File: config.mk
export PLATFORM = sky130hd
export DESIGN_NAME = current_duty_pwm
export DESIGN_NICKNAME = d
export VERILOG_FILES = /design/src/pwm_gauge_pkg.sv /design/src/current_duty_pwm.sv
export VERILOG_INCLUDE_DIRS = /design/src
export SDC_FILE = /design/constraint.sdc
export NUM_CORES = 1
export LEC_CHECK = 0
export ABC_AREA = 1
export BUFFER_PORTS_ARGS = -buffer_cell sky130_fd_sc_hd__buf_4
export CAP_MARGIN = 15
export CORE_UTILIZATION = 65
export CTS_BUF_LIST = sky130_fd_sc_hd__clkbuf_8
export CTS_CLUSTER_DIAMETER = 200
export DETAILED_ROUTE_END_ITERATION = 7
export PLACE_DENSITY = 0.83
export SYNTH_ARGS = -nofsm -noshare
export SYNTH_HDL_FRONTEND = slang
export SYNTH_SLANG_ARGS = --single-unit
File: constraint.sdc
create_clock -name ref_clk -period 9 [get_ports ref_clk]
set_input_delay 0.9 -clock ref_clk [delete_from_list [all_inputs] [get_ports ref_clk]]
set_output_delay 0.9 -clock ref_clk [all_outputs]
set_load 0.005 [all_outputs]
File: src/pwm_gauge_defines.svh
// timing counts, level mapping constants and reset values for the duty-cycle output stage
// assumes a 10 MHz ref_clk and a signed filtered current word from the sensing path
`ifndef PWM_GAUGE_DEFINES_SVH
`define PWM_GAUGE_DEFINES_SVH

// clock and waveform rate
`define PG_CLK_HZ       10000000
`define PG_PWM_HZ       160
`define PG_PWM_MIN_HZ   100
`define PG_PWM_MAX_HZ   250

// quantisation: 128 levels, each split in two half steps
`define PG_LEVELS       128
`define PG_LEVEL_W      7
`define PG_HALF_STEPS   256
`define PG_HALF_W       8

// clock cycles per half step, rounded down (period 62464 cycles, about 160.1 Hz)
`define PG_HALF_CYC     (`PG_CLK_HZ / (`PG_PWM_HZ * `PG_HALF_STEPS))
`define PG_TICK_W       8

// current word and averaging
`define PG_CUR_W        12
`define PG_ACC_W        20
`define PG_AVG_SHIFT    8

// linear map: level = 64 + round(avg * 233 / 8192); 0 -> 50 %, +fs -> 95.5 %, -fs -> 4.5 %
`define PG_ZERO_LEVEL   7'h40
`define PG_GAIN         10'h0e9
`define PG_GAIN_SHIFT   13
`define PG_ROUND        22'sh001000
`define PG_PROD_W       22

// reset values
`define PG_RST_TICK     8'h00
`define PG_RST_HALF     8'h00
`define PG_RST_ACC      20'h00000

`endif

File: src/pwm_gauge_pkg.sv
// types shared by the duty-cycle output stage
// constants live in pwm_gauge_defines.svh
`include "pwm_gauge_defines.svh"

package pwm_gauge_pkg;

   typedef enum logic [1:0] {
      ST_FIRST = 2'b01,
      ST_RUN   = 2'b10
   } gauge_state_e;

   typedef logic [`PG_LEVEL_W-1:0] level_t;

   typedef struct packed {
      logic   pwm;
      logic   periodStart;
      logic   measured;
      level_t level;
   } pwm_out_s;

endpackage

File: src/current_duty_pwm.sv
// duty-cycle output stage of a current gauge: averages the filtered current over one
// waveform period and shows that average as a 128-level duty cycle during the next period
// assumes curIn is synchronous to ref_clk and already digitally filtered upstream
`timescale 1ns/1ps
`include "pwm_gauge_defines.svh"

// Function
// - the duty cycle is quantised to 128 levels, so it moves only in steps of 1/128.
// - a level code N gives a high time of N plus one half steps out of 128.
// - current maps linearly to duty, zero to 50 %, plus full scale to 95.5 %, minus full scale to 4.5 %.
// - each period after the first shows the average current over the interval just before it.
// - the waveform comes from comparing the shown level code of the averaged current against a digital ramp.
// - the waveform repeats at about 160 Hz and stays between 100 Hz and 250 Hz.
module current_duty_pwm
   import pwm_gauge_pkg::*;
(
   // clock and reset
   input  wire logic                         ref_clk,
   input  wire logic                         rst,
   // filtered current, signed, full scale at +-2048
   input  wire logic signed [`PG_CUR_W-1:0]  curIn,
   // waveform and status
   output pwm_out_s                          pwmStat
);

   // half-step tick divider
   logic [`PG_TICK_W-1:0]     tickQ;
   logic [`PG_TICK_W-1:0]     tickD;
   logic                      tickEnd;

   // ramp position in half steps
   logic [`PG_HALF_W-1:0]     halfQ;
   logic [`PG_HALF_W-1:0]     halfD;
   logic                      periodEnd;

   // current accumulator over one interval
   logic signed [`PG_ACC_W-1:0]  accQ;
   logic signed [`PG_ACC_W-1:0]  accD;
   logic signed [`PG_ACC_W-1:0]  accSum;
   logic signed [`PG_CUR_W-1:0]  avgCur;

   // level mapping
   logic signed [`PG_PROD_W-1:0] prod;
   logic signed [`PG_PROD_W-1:0] scaled;
   level_t                       newLevel;

   // level shown and output state
   level_t                       levelQ;
   level_t                       levelD;
   logic                         pwmQ;
   logic                         pwmD;
   logic                         startQ;
   logic                         startD;
   gauge_state_e                 stateQ;
   gauge_state_e                 stateD;

   // ramp threshold in half steps: 2N+1
   logic [`PG_HALF_W-1:0]        thresh;

   assign tickEnd   = (tickQ == `PG_TICK_W'(`PG_HALF_CYC - 1));
   assign periodEnd = tickEnd && (halfQ == `PG_HALF_W'(`PG_HALF_STEPS - 1));

   // sample the current once per half step, 256 samples per interval
   assign accSum = accQ + `PG_ACC_W'(curIn);

   // average of the 256 samples
   assign avgCur = `PG_CUR_W'(accSum >>> `PG_AVG_SHIFT);

   // linear map with rounding
   assign prod   = `PG_PROD_W'(avgCur) * $signed({1'b0, `PG_GAIN});
   assign scaled = (prod + `PG_ROUND) >>> `PG_GAIN_SHIFT;
   assign newLevel = `PG_ZERO_LEVEL + `PG_LEVEL_W'(scaled);

   // half-step tick divider
   always_comb
   begin
      if (tickEnd)
      begin
         tickD = `PG_RST_TICK;
      end
      else
      begin
         tickD = tickQ + `PG_TICK_W'(1);
      end
   end

   always_ff @(posedge ref_clk)
   begin
      if (rst)
      begin
         tickQ <= `PG_RST_TICK;
      end
      else
      begin
         tickQ <= tickD;
      end
   end

   // digital ramp in half steps, wraps at the period end
   always_comb
   begin
      halfD = halfQ;
      if (tickEnd)
      begin
         halfD = halfQ + `PG_HALF_W'(1);
      end
   end

   always_ff @(posedge ref_clk)
   begin
      if (rst)
      begin
         halfQ <= `PG_RST_HALF;
      end
      else
      begin
         halfQ <= halfD;
      end
   end

   // accumulator restarts at each period end
   always_comb
   begin
      accD = accQ;
      if (periodEnd)
      begin
         accD = `PG_RST_ACC;
      end
      else if (tickEnd)
      begin
         accD = accSum;
      end
   end

   always_ff @(posedge ref_clk)
   begin
      if (rst)
      begin
         accQ <= `PG_RST_ACC;
      end
      else
      begin
         accQ <= accD;
      end
   end

   // level load and period start pulse
   always_comb
   begin
      levelD = levelQ;
      startD = 1'b0;
      if (periodEnd)
      begin
         levelD = newLevel;
         startD = 1'b1;
      end
   end

   always_ff @(posedge ref_clk)
   begin
      if (rst)
      begin
         levelQ <= `PG_ZERO_LEVEL;
         startQ <= 1'b0;
      end
      else
      begin
         levelQ <= levelD;
         startQ <= startD;
      end
   end

   // first interval still running, or a full average is shown
   always_comb
   begin
      stateD = stateQ;
      if (periodEnd)
      begin
         case (stateQ)
            ST_FIRST:
            begin
               stateD = ST_RUN;
            end
            ST_RUN:
            begin
               stateD = ST_RUN;
            end
            default:
            begin
               stateD = ST_FIRST;
            end
         endcase
      end
   end

   always_ff @(posedge ref_clk)
   begin
      if (rst)
      begin
         stateQ <= ST_FIRST;
      end
      else
      begin
         stateQ <= stateD;
      end
   end

   // compare against the ramp; odd threshold adds the half step
   always_comb
   begin
      thresh = {levelD, 1'b1};
      pwmD   = (halfD < thresh);
   end

   // ramp rests at half step 0 in reset, below any threshold, so the first pulse is whole
   always_ff @(posedge ref_clk)
   begin
      if (rst)
      begin
         pwmQ <= 1'b1;
      end
      else
      begin
         pwmQ <= pwmD;
      end
   end

   assign pwmStat = {pwmQ, startQ, (stateQ == ST_RUN), levelQ};

endmodule // current_duty_pwm

==> results of run 1 <==
## critical path: cells and delay by family
family / cells / cell delay [ns]
compound gates: 6 / 1.01
xor+xnor: 1 / 0.45
fa+ha+maj: 9 / 3.41
buf+inv: 8 / 0.52
simple gates: 12 / 1.11
## worst min-delay path by stage
stage / startpoint / endpoint / slack [ns] / cells after the start
2_1_floorplan: tickQ[0] / tickQ[0] / 0.42 / 1
3_3_place_gp: tickQ[0] / tickQ[0] / 0.43 / 1
3_5_place_dp: tickQ[0] / tickQ[0] / 0.44 / 1
4_1_cts: tickQ[0] / tickQ[0] / 0.46 / 1
5_1_grt: tickQ[0] / tickQ[0] / 0.48 / 1
6_report: tickQ[0] / tickQ[0] / 0.45 / 1
## report_power, final
part	switching [mW]	total (mW)	internal [mW]	leakage, nW
combinational	0.365	0.586	0.222	2.55
clock	0.0819	0.195	0.113	0.0703
sequential	0.000673	0.210	0.209	0.379
total	0.447	0.991	0.543	3.00
## layer usage
metal / vias to the layer above / wire, microns / global-route usage / part of all wire
met1: 2023 / 4990 / 0.349 / 0.45
li1: 2209 / - / - / -
met2: 76 / 5530 / 0.524 / 0.50
met4: 0 / 232 / 0.102 / 0.021
met5: - / 0 / 0 / 0
met3: 26 / 344 / 0.0323 / 0.031
## final cells by class
cell class              instances  area (sq um)  area share
clock buffers                   5          68.8      0.0122
clock inverters                 3          71.3      0.0126
inverters                     135           509      0.0899
multi-input cells             481          3760       0.665
flip-flops and latches         47           941       0.166
well taps                     102           128      0.0225
repair buffers                 24           180      0.0318
## cells by family (layout without fill, tap and decap cells)
kind of cell	after synthesis	count (layout)	synth area share
buffers and inverters	146	167	0.109
flip-flops	47	47	0.178
XOR/XNOR	25	25	0.0443
AND/OR/NAND/NOR	243	243	0.226
AO/OA/AOI/OAI	92	92	0.111
adder cells (fa/ha/maj)	121	121	0.332
## synth_stat cells, drive strengths merged (3+ instances only)
cell type	instances
inv	135
nand2	114
ha	89
nor2	64
dfxtp	47
a21oi	40
fa	32
nand3	31
o21ai	20
xor2	18
nor3	13
o211ai	9
nand4	8
buf	7
or2	7
xnor2	7
nor4	5
o31ai	5
a31oi	4
clkbuf	4
a21boi	3
a21o	3
o21bai	3
## sequential cells by signal (all words and copies together) (netlist names)
| name | flops |
|---|---|
| accQ | 20 |
| halfQ | 8 |
| tickQ | 8 |
| levelQ | 7 |
| stateQ | 2 |
| pwmQ | 1 |
| startQ | 1 |
## per-stage QoR
stage | total power, mW | cells
after floorplan | 0.670 | 674
after global placement | 0.777 | 789
after detailed placement | 0.796 | 789
after CTS | 0.997 | 797
after global routing | 1.09 | 797
final | 0.991 | 797
==> impl_results.md, run 1 <==
- Status: completed
- I/O Pins: 24
- Worst-path clk slew: ~0.10 ns
- GRT Overall Usage: 0.288
- Worst Path Max Fanout: 6
- Most common cell after layout, fill and taps aside: inv_1
- Cells after synthesis: 674
- Final hold vios: 0
- Area share of the largest cell type after synthesis: 0.211
- FILL cells: ~630
- Post-layout min period: 7.19 ns
- Total Nets Final: a little over 800
- Max frequency: around 0.14 GHz
- Vias per std cell: about 5.4
- DIE HEIGHT: a little over 90 microns
- CTS buffer count: 5
- Startpoint types: input pin
- CTS tree: yes
- #FFs+latches synth: 47
- Worst skew pair latency: ~0.32 ns
- Clk sinks: 47
- Data required, critical path: between 9 and 10 ns
- Utilization after layout: 0.725
- Routed wire length: approximately 11 mm
- Grt total ovfl: 0
- Tcrit/Tclk final: 0.799
- Data arrival, critical path: ~7.4 ns
- Die area: approximately 8500 sq um
- Synthesized cell area: around 5300 sq um
- Placed Area: 5520 sq um
- Register area share after synthesis: 0.178
- Async set-reset flop share out of synthesis: 0
- Cts hold-fix bufs: 0
- # H-tree levels: 2
- Final Instance Area: between 5000 and 6000 sq um
- Reg-to-reg critical path startpoint: accQ[0]
- Unrepaired setup endpoints after global routing: false
- CTS root buffer: clkbuf_8
- Worst path slowest cell: fa_1
- DIE WIDTH: 92.2 microns
- CTS resizes: 0
- Initial Util: 0.677
- Pre-antenna DRT Iters: 4
- Initial antenna violation count: 0
- Wire per inst: around 14 microns
- Vias in the first global route: ~4600
- Synth unique cells: 48
- Max_slew headroom: 0.388
- Post-Syn Area per Cell: roughly 7.8 sq um
- CTS Buffer Depth: 2
- Setup repair bufs after CTS: 0
- Origin of the worst setup path: curIn[0]
- R2R depth: 35
- Number of synthesized flops with an enable pin: 0
- Drc violations: 0
- Via count: about 4300
- Max-cap violations: 0
- Share of cells above drive strength 1: 0.138
- Slew Limit Fails: 0
- Hold WS: about 0.45 ns
- Commonest cells after routing, fill and taps aside: inv_1, nand2_1, ha_1
- Syn-to-layout area delta: 7.20%
- Pin slew with the least headroom to its limit: around 0.92 ns
- Ys Warns: 0
- I/O Buffers: 23
- Reg-to-reg slack, setup: roughly 2.1 ns
- Rows: 32
- Critical Path End Type: flop
- Post-route antenna net violation count: 0
- Crit path capture: pwmQ
- Maximum number of pins on one net before global-route repair: 34
- HP Class: flop to flop
- DP Wirelength: around 9.1 mm
- Pre-CTS setup slack: 1.54 ns
- Leak: about 3.0 nW
- Core ar.: 7810 sq um
- Clk_skew: approximately 0.016 ns
- DRT iter0 DRCs: 135
- PwrDens: between 150 and 200 nW/um^2
- Crit-path most repeated cell: inv_1
- Main synth FF type: dfxtp_1
- Area leader, netlist: ha_1
- First-pass GRT wire length: a little under 20 mm
- GPL Wtd Cong: 0.899
- Synth area leaders: ha_1, dfxtp_1, fa_1
- Syn_nets: roughly 800
- WS Path Type: input pin to flop
- Final worst slack: about 1.8 ns
- Antenna diode count: 0
- Max VDD drop: a little under 0.0001 V
- Critical R2R Capture: pwmQ
- Delay of the slowest critical-path stage: between 0.5 and 0.6 ns
- # setup viols final: 0
- Setup TNS: 0 ns
(Power assumes the default switching activity.)
==> run 2, diff against run 1 <==
Clock period 9 ns to 7.3 ns, I/O delays scaled along.
==> run 2 against run 1 <==
  * Via count increased by 1.5%
  * Die area unchanged
  * Flip-flop and latch count unchanged
  * Non-clock buffer count increased by 5
  * Combinational power rose by 24%
  * Count of clock-buffer cells in the layout unchanged
  * Largest cell class unchanged
==> impl_results.md, run 2 (synthesis gave the netlist of run 1 again) <==
- WS Path Type: input pin to flop
- Final hold vios: 0 (unchanged)
- FILL cells: 637 (+1.4%)
- Post-layout min period: about 7 ns
- CTS resizes: 0 (unchanged)
- CTS Buffer Depth: 2 (unchanged)
- Leak: 3.01 nW (+0.28%)
- Vias per std cell: 5.49 (+0.91%)
- Post-route antenna net violation count: 0 (unchanged)
- PwrDens: 210 nW/um^2 (+20%)
- Maximum number of pins on one net before global-route repair: 34 (unchanged)
- Total Nets Final: 834 (+0.60%)
- Pre-antenna DRT Iters: 5 (+1)
- Routed wire length: 11.0 mm (-0.78%)
- Via count: 4401 (+1.5%)
- Pin slew with the least headroom to its limit: 0.600 ns (-0.315 ns)
- Combined area of the multi-input logic cells: 3760 sq um (unchanged)
- Die area: 8490 sq um (unchanged)
- Max_slew headroom: 0.597 (+0.209)
- I/O Pins: 24 (unchanged)
- FF+latch area: 941 sq um (unchanged)
- Initial Util: 0.677 (unchanged)
- Setup TNS: 0 ns (unchanged)
- Max frequency: approximately 0.15 GHz
- First-pass GRT wire length: 19.0 mm (-2.7%)
- DIE HEIGHT: 92.2 microns (unchanged)
- Hold WS: 0.456 ns (+0.00226 ns)
- Max reg flops: 20 (unchanged)
- Max VDD drop: 0.000117 V (+19%)
- Placed Area: 5560 sq um (+0.68%)
- Vias in the first global route: 4466 (-2.1%)
- Utilization after layout: 0.727 (+0.00160)
- Final worst slack: 0.484 ns (-1.32 ns)
- Syn-to-layout area delta: 7.44%
- Core ar.: 7810 sq um (unchanged)
- GRT Overall Usage: 0.281 (-0.00680)
- Placed insts: 794 (+0.63%)
- Non-Filler Instances: 802 (+0.63%)
- HP Class: flop to flop
- Worst-path clk slew: 0.11 ns (about the same)
- Slew Limit Fails: 0 (unchanged)
- Tcrit/Tclk final: 0.934
- Max-cap violations: 0 (unchanged)
- Drc violations: 0 (unchanged)
- Critical Path End Type: flop
- CTS root buffer: clkbuf_8
- DIE WIDTH: 92.2 microns (unchanged)
- Rows: 32 (unchanged)
- Largest registers: accQ (20), halfQ (8), tickQ (8)
- Worst path slowest cell: fa_1
- Setup repair bufs after CTS: 0 (unchanged)
- Delay of the slowest critical-path stage: 0.54 ns (+0.02 ns)
- Antenna diode count: 0 (unchanged)
- Startpoint types: input pin
- GPL Wtd Cong: 0.932 (+3.6%)
- Clk sinks: 47 (unchanged)
- Share of cells above drive strength 1: 0.144 (+0.00616)
- Final Instance Area: 5680 sq um (+0.22%)
- Tot Pwr: 1.19 mW (+20%)
- I/O Buffers: 23 (unchanged)
- Worst Path Max Fanout: 4 (-2)
- Unrepaired setup endpoints after global routing: false
- Crit-path most repeated cell: inv_1
- Worst skew pair latency: 0.33 ns (about the same)
- # setup viols final: 0 (unchanged)
- # H-tree levels: 2 (unchanged)
- Wire per inst: 13.7 microns (-1.4%)
- Clk_skew: 0.0158 ns (-0.000490 ns)
- Grt total ovfl: 0 (unchanged)
- Commonest cells after routing, fill and taps aside: inv_1, nand2_1, ha_1
- CTS tree: yes
- DRT iter0 DRCs: 210 (+56%)
- DP Wirelength: 9.01 mm (-0.95%)
- Pre-CTS setup slack: 0.177 ns (-1.36 ns)
- Data arrival, critical path: 7.03 ns (-0.36 ns)
- Initial antenna violation count: 0 (unchanged)
- Cts hold-fix bufs: 0 (unchanged)
- CTS buffer count: 5 (unchanged)
- Largest Register: accQ
- Data required, critical path: 7.52 ns (-1.68 ns)
- Most common cell after layout, fill and taps aside: inv_1
- Status: completed
run 2: changes by cell type in the layout (fill, tap and decap cells not counted), sizes merged:
cell,before,now
bufinv,2,1
clkinvlp,0,1
buf,24,29
run 2: final timing paths:
kind / slack, ns / start / depth (start not counted) / endpoint
worst max register to register: 0.62 / accQ[0] / 34 / pwmQ
worst max-delay path: 0.48 / curIn[0] / 35 / pwmQ
worst min-delay path: 0.46 / tickQ[0] / 1 / tickQ[0]
worst min register to register: 0.46 / tickQ[0] / 1 / tickQ[0]
run 2: routing by layer:
| layer | wire length (microns) | GRT usage | share of wire |
|---|---|---|---|
| met1 | 4920 | 0.338 | 0.45 |
| met3 | 408 | 0.0290 | 0.037 |
| met2 | 5480 | 0.524 | 0.50 |
| met4 | 196 | 0.0846 | 0.018 |
| met5 | 0 | 0 | 0 |
run 2: area by class of cell:
cell class	count	share of cell area
clock buffers	5	0.0121
well taps	102	0.0225
inverters	135	0.0897
repair buffers	29	0.0384
clock inverters	3	0.00816
multi-input cells	481	0.663
flip-flops and latches	47	0.166
run 2: critical path: cells and delay by family:
kind	cells	cell delay, ns
adders and majority gates	9	3.41
AOI/OAI and AO/OA	6	1.08
and+or+nand+nor	10	0.87
buffers and inverters	9	0.66
xor gates and xnor gates	1	0.26
run 2: report_power, final:
group          switching [mW]  internal [mW]
clock network           0.104          0.103
logic                   0.451          0.275
registers            0.000848          0.258
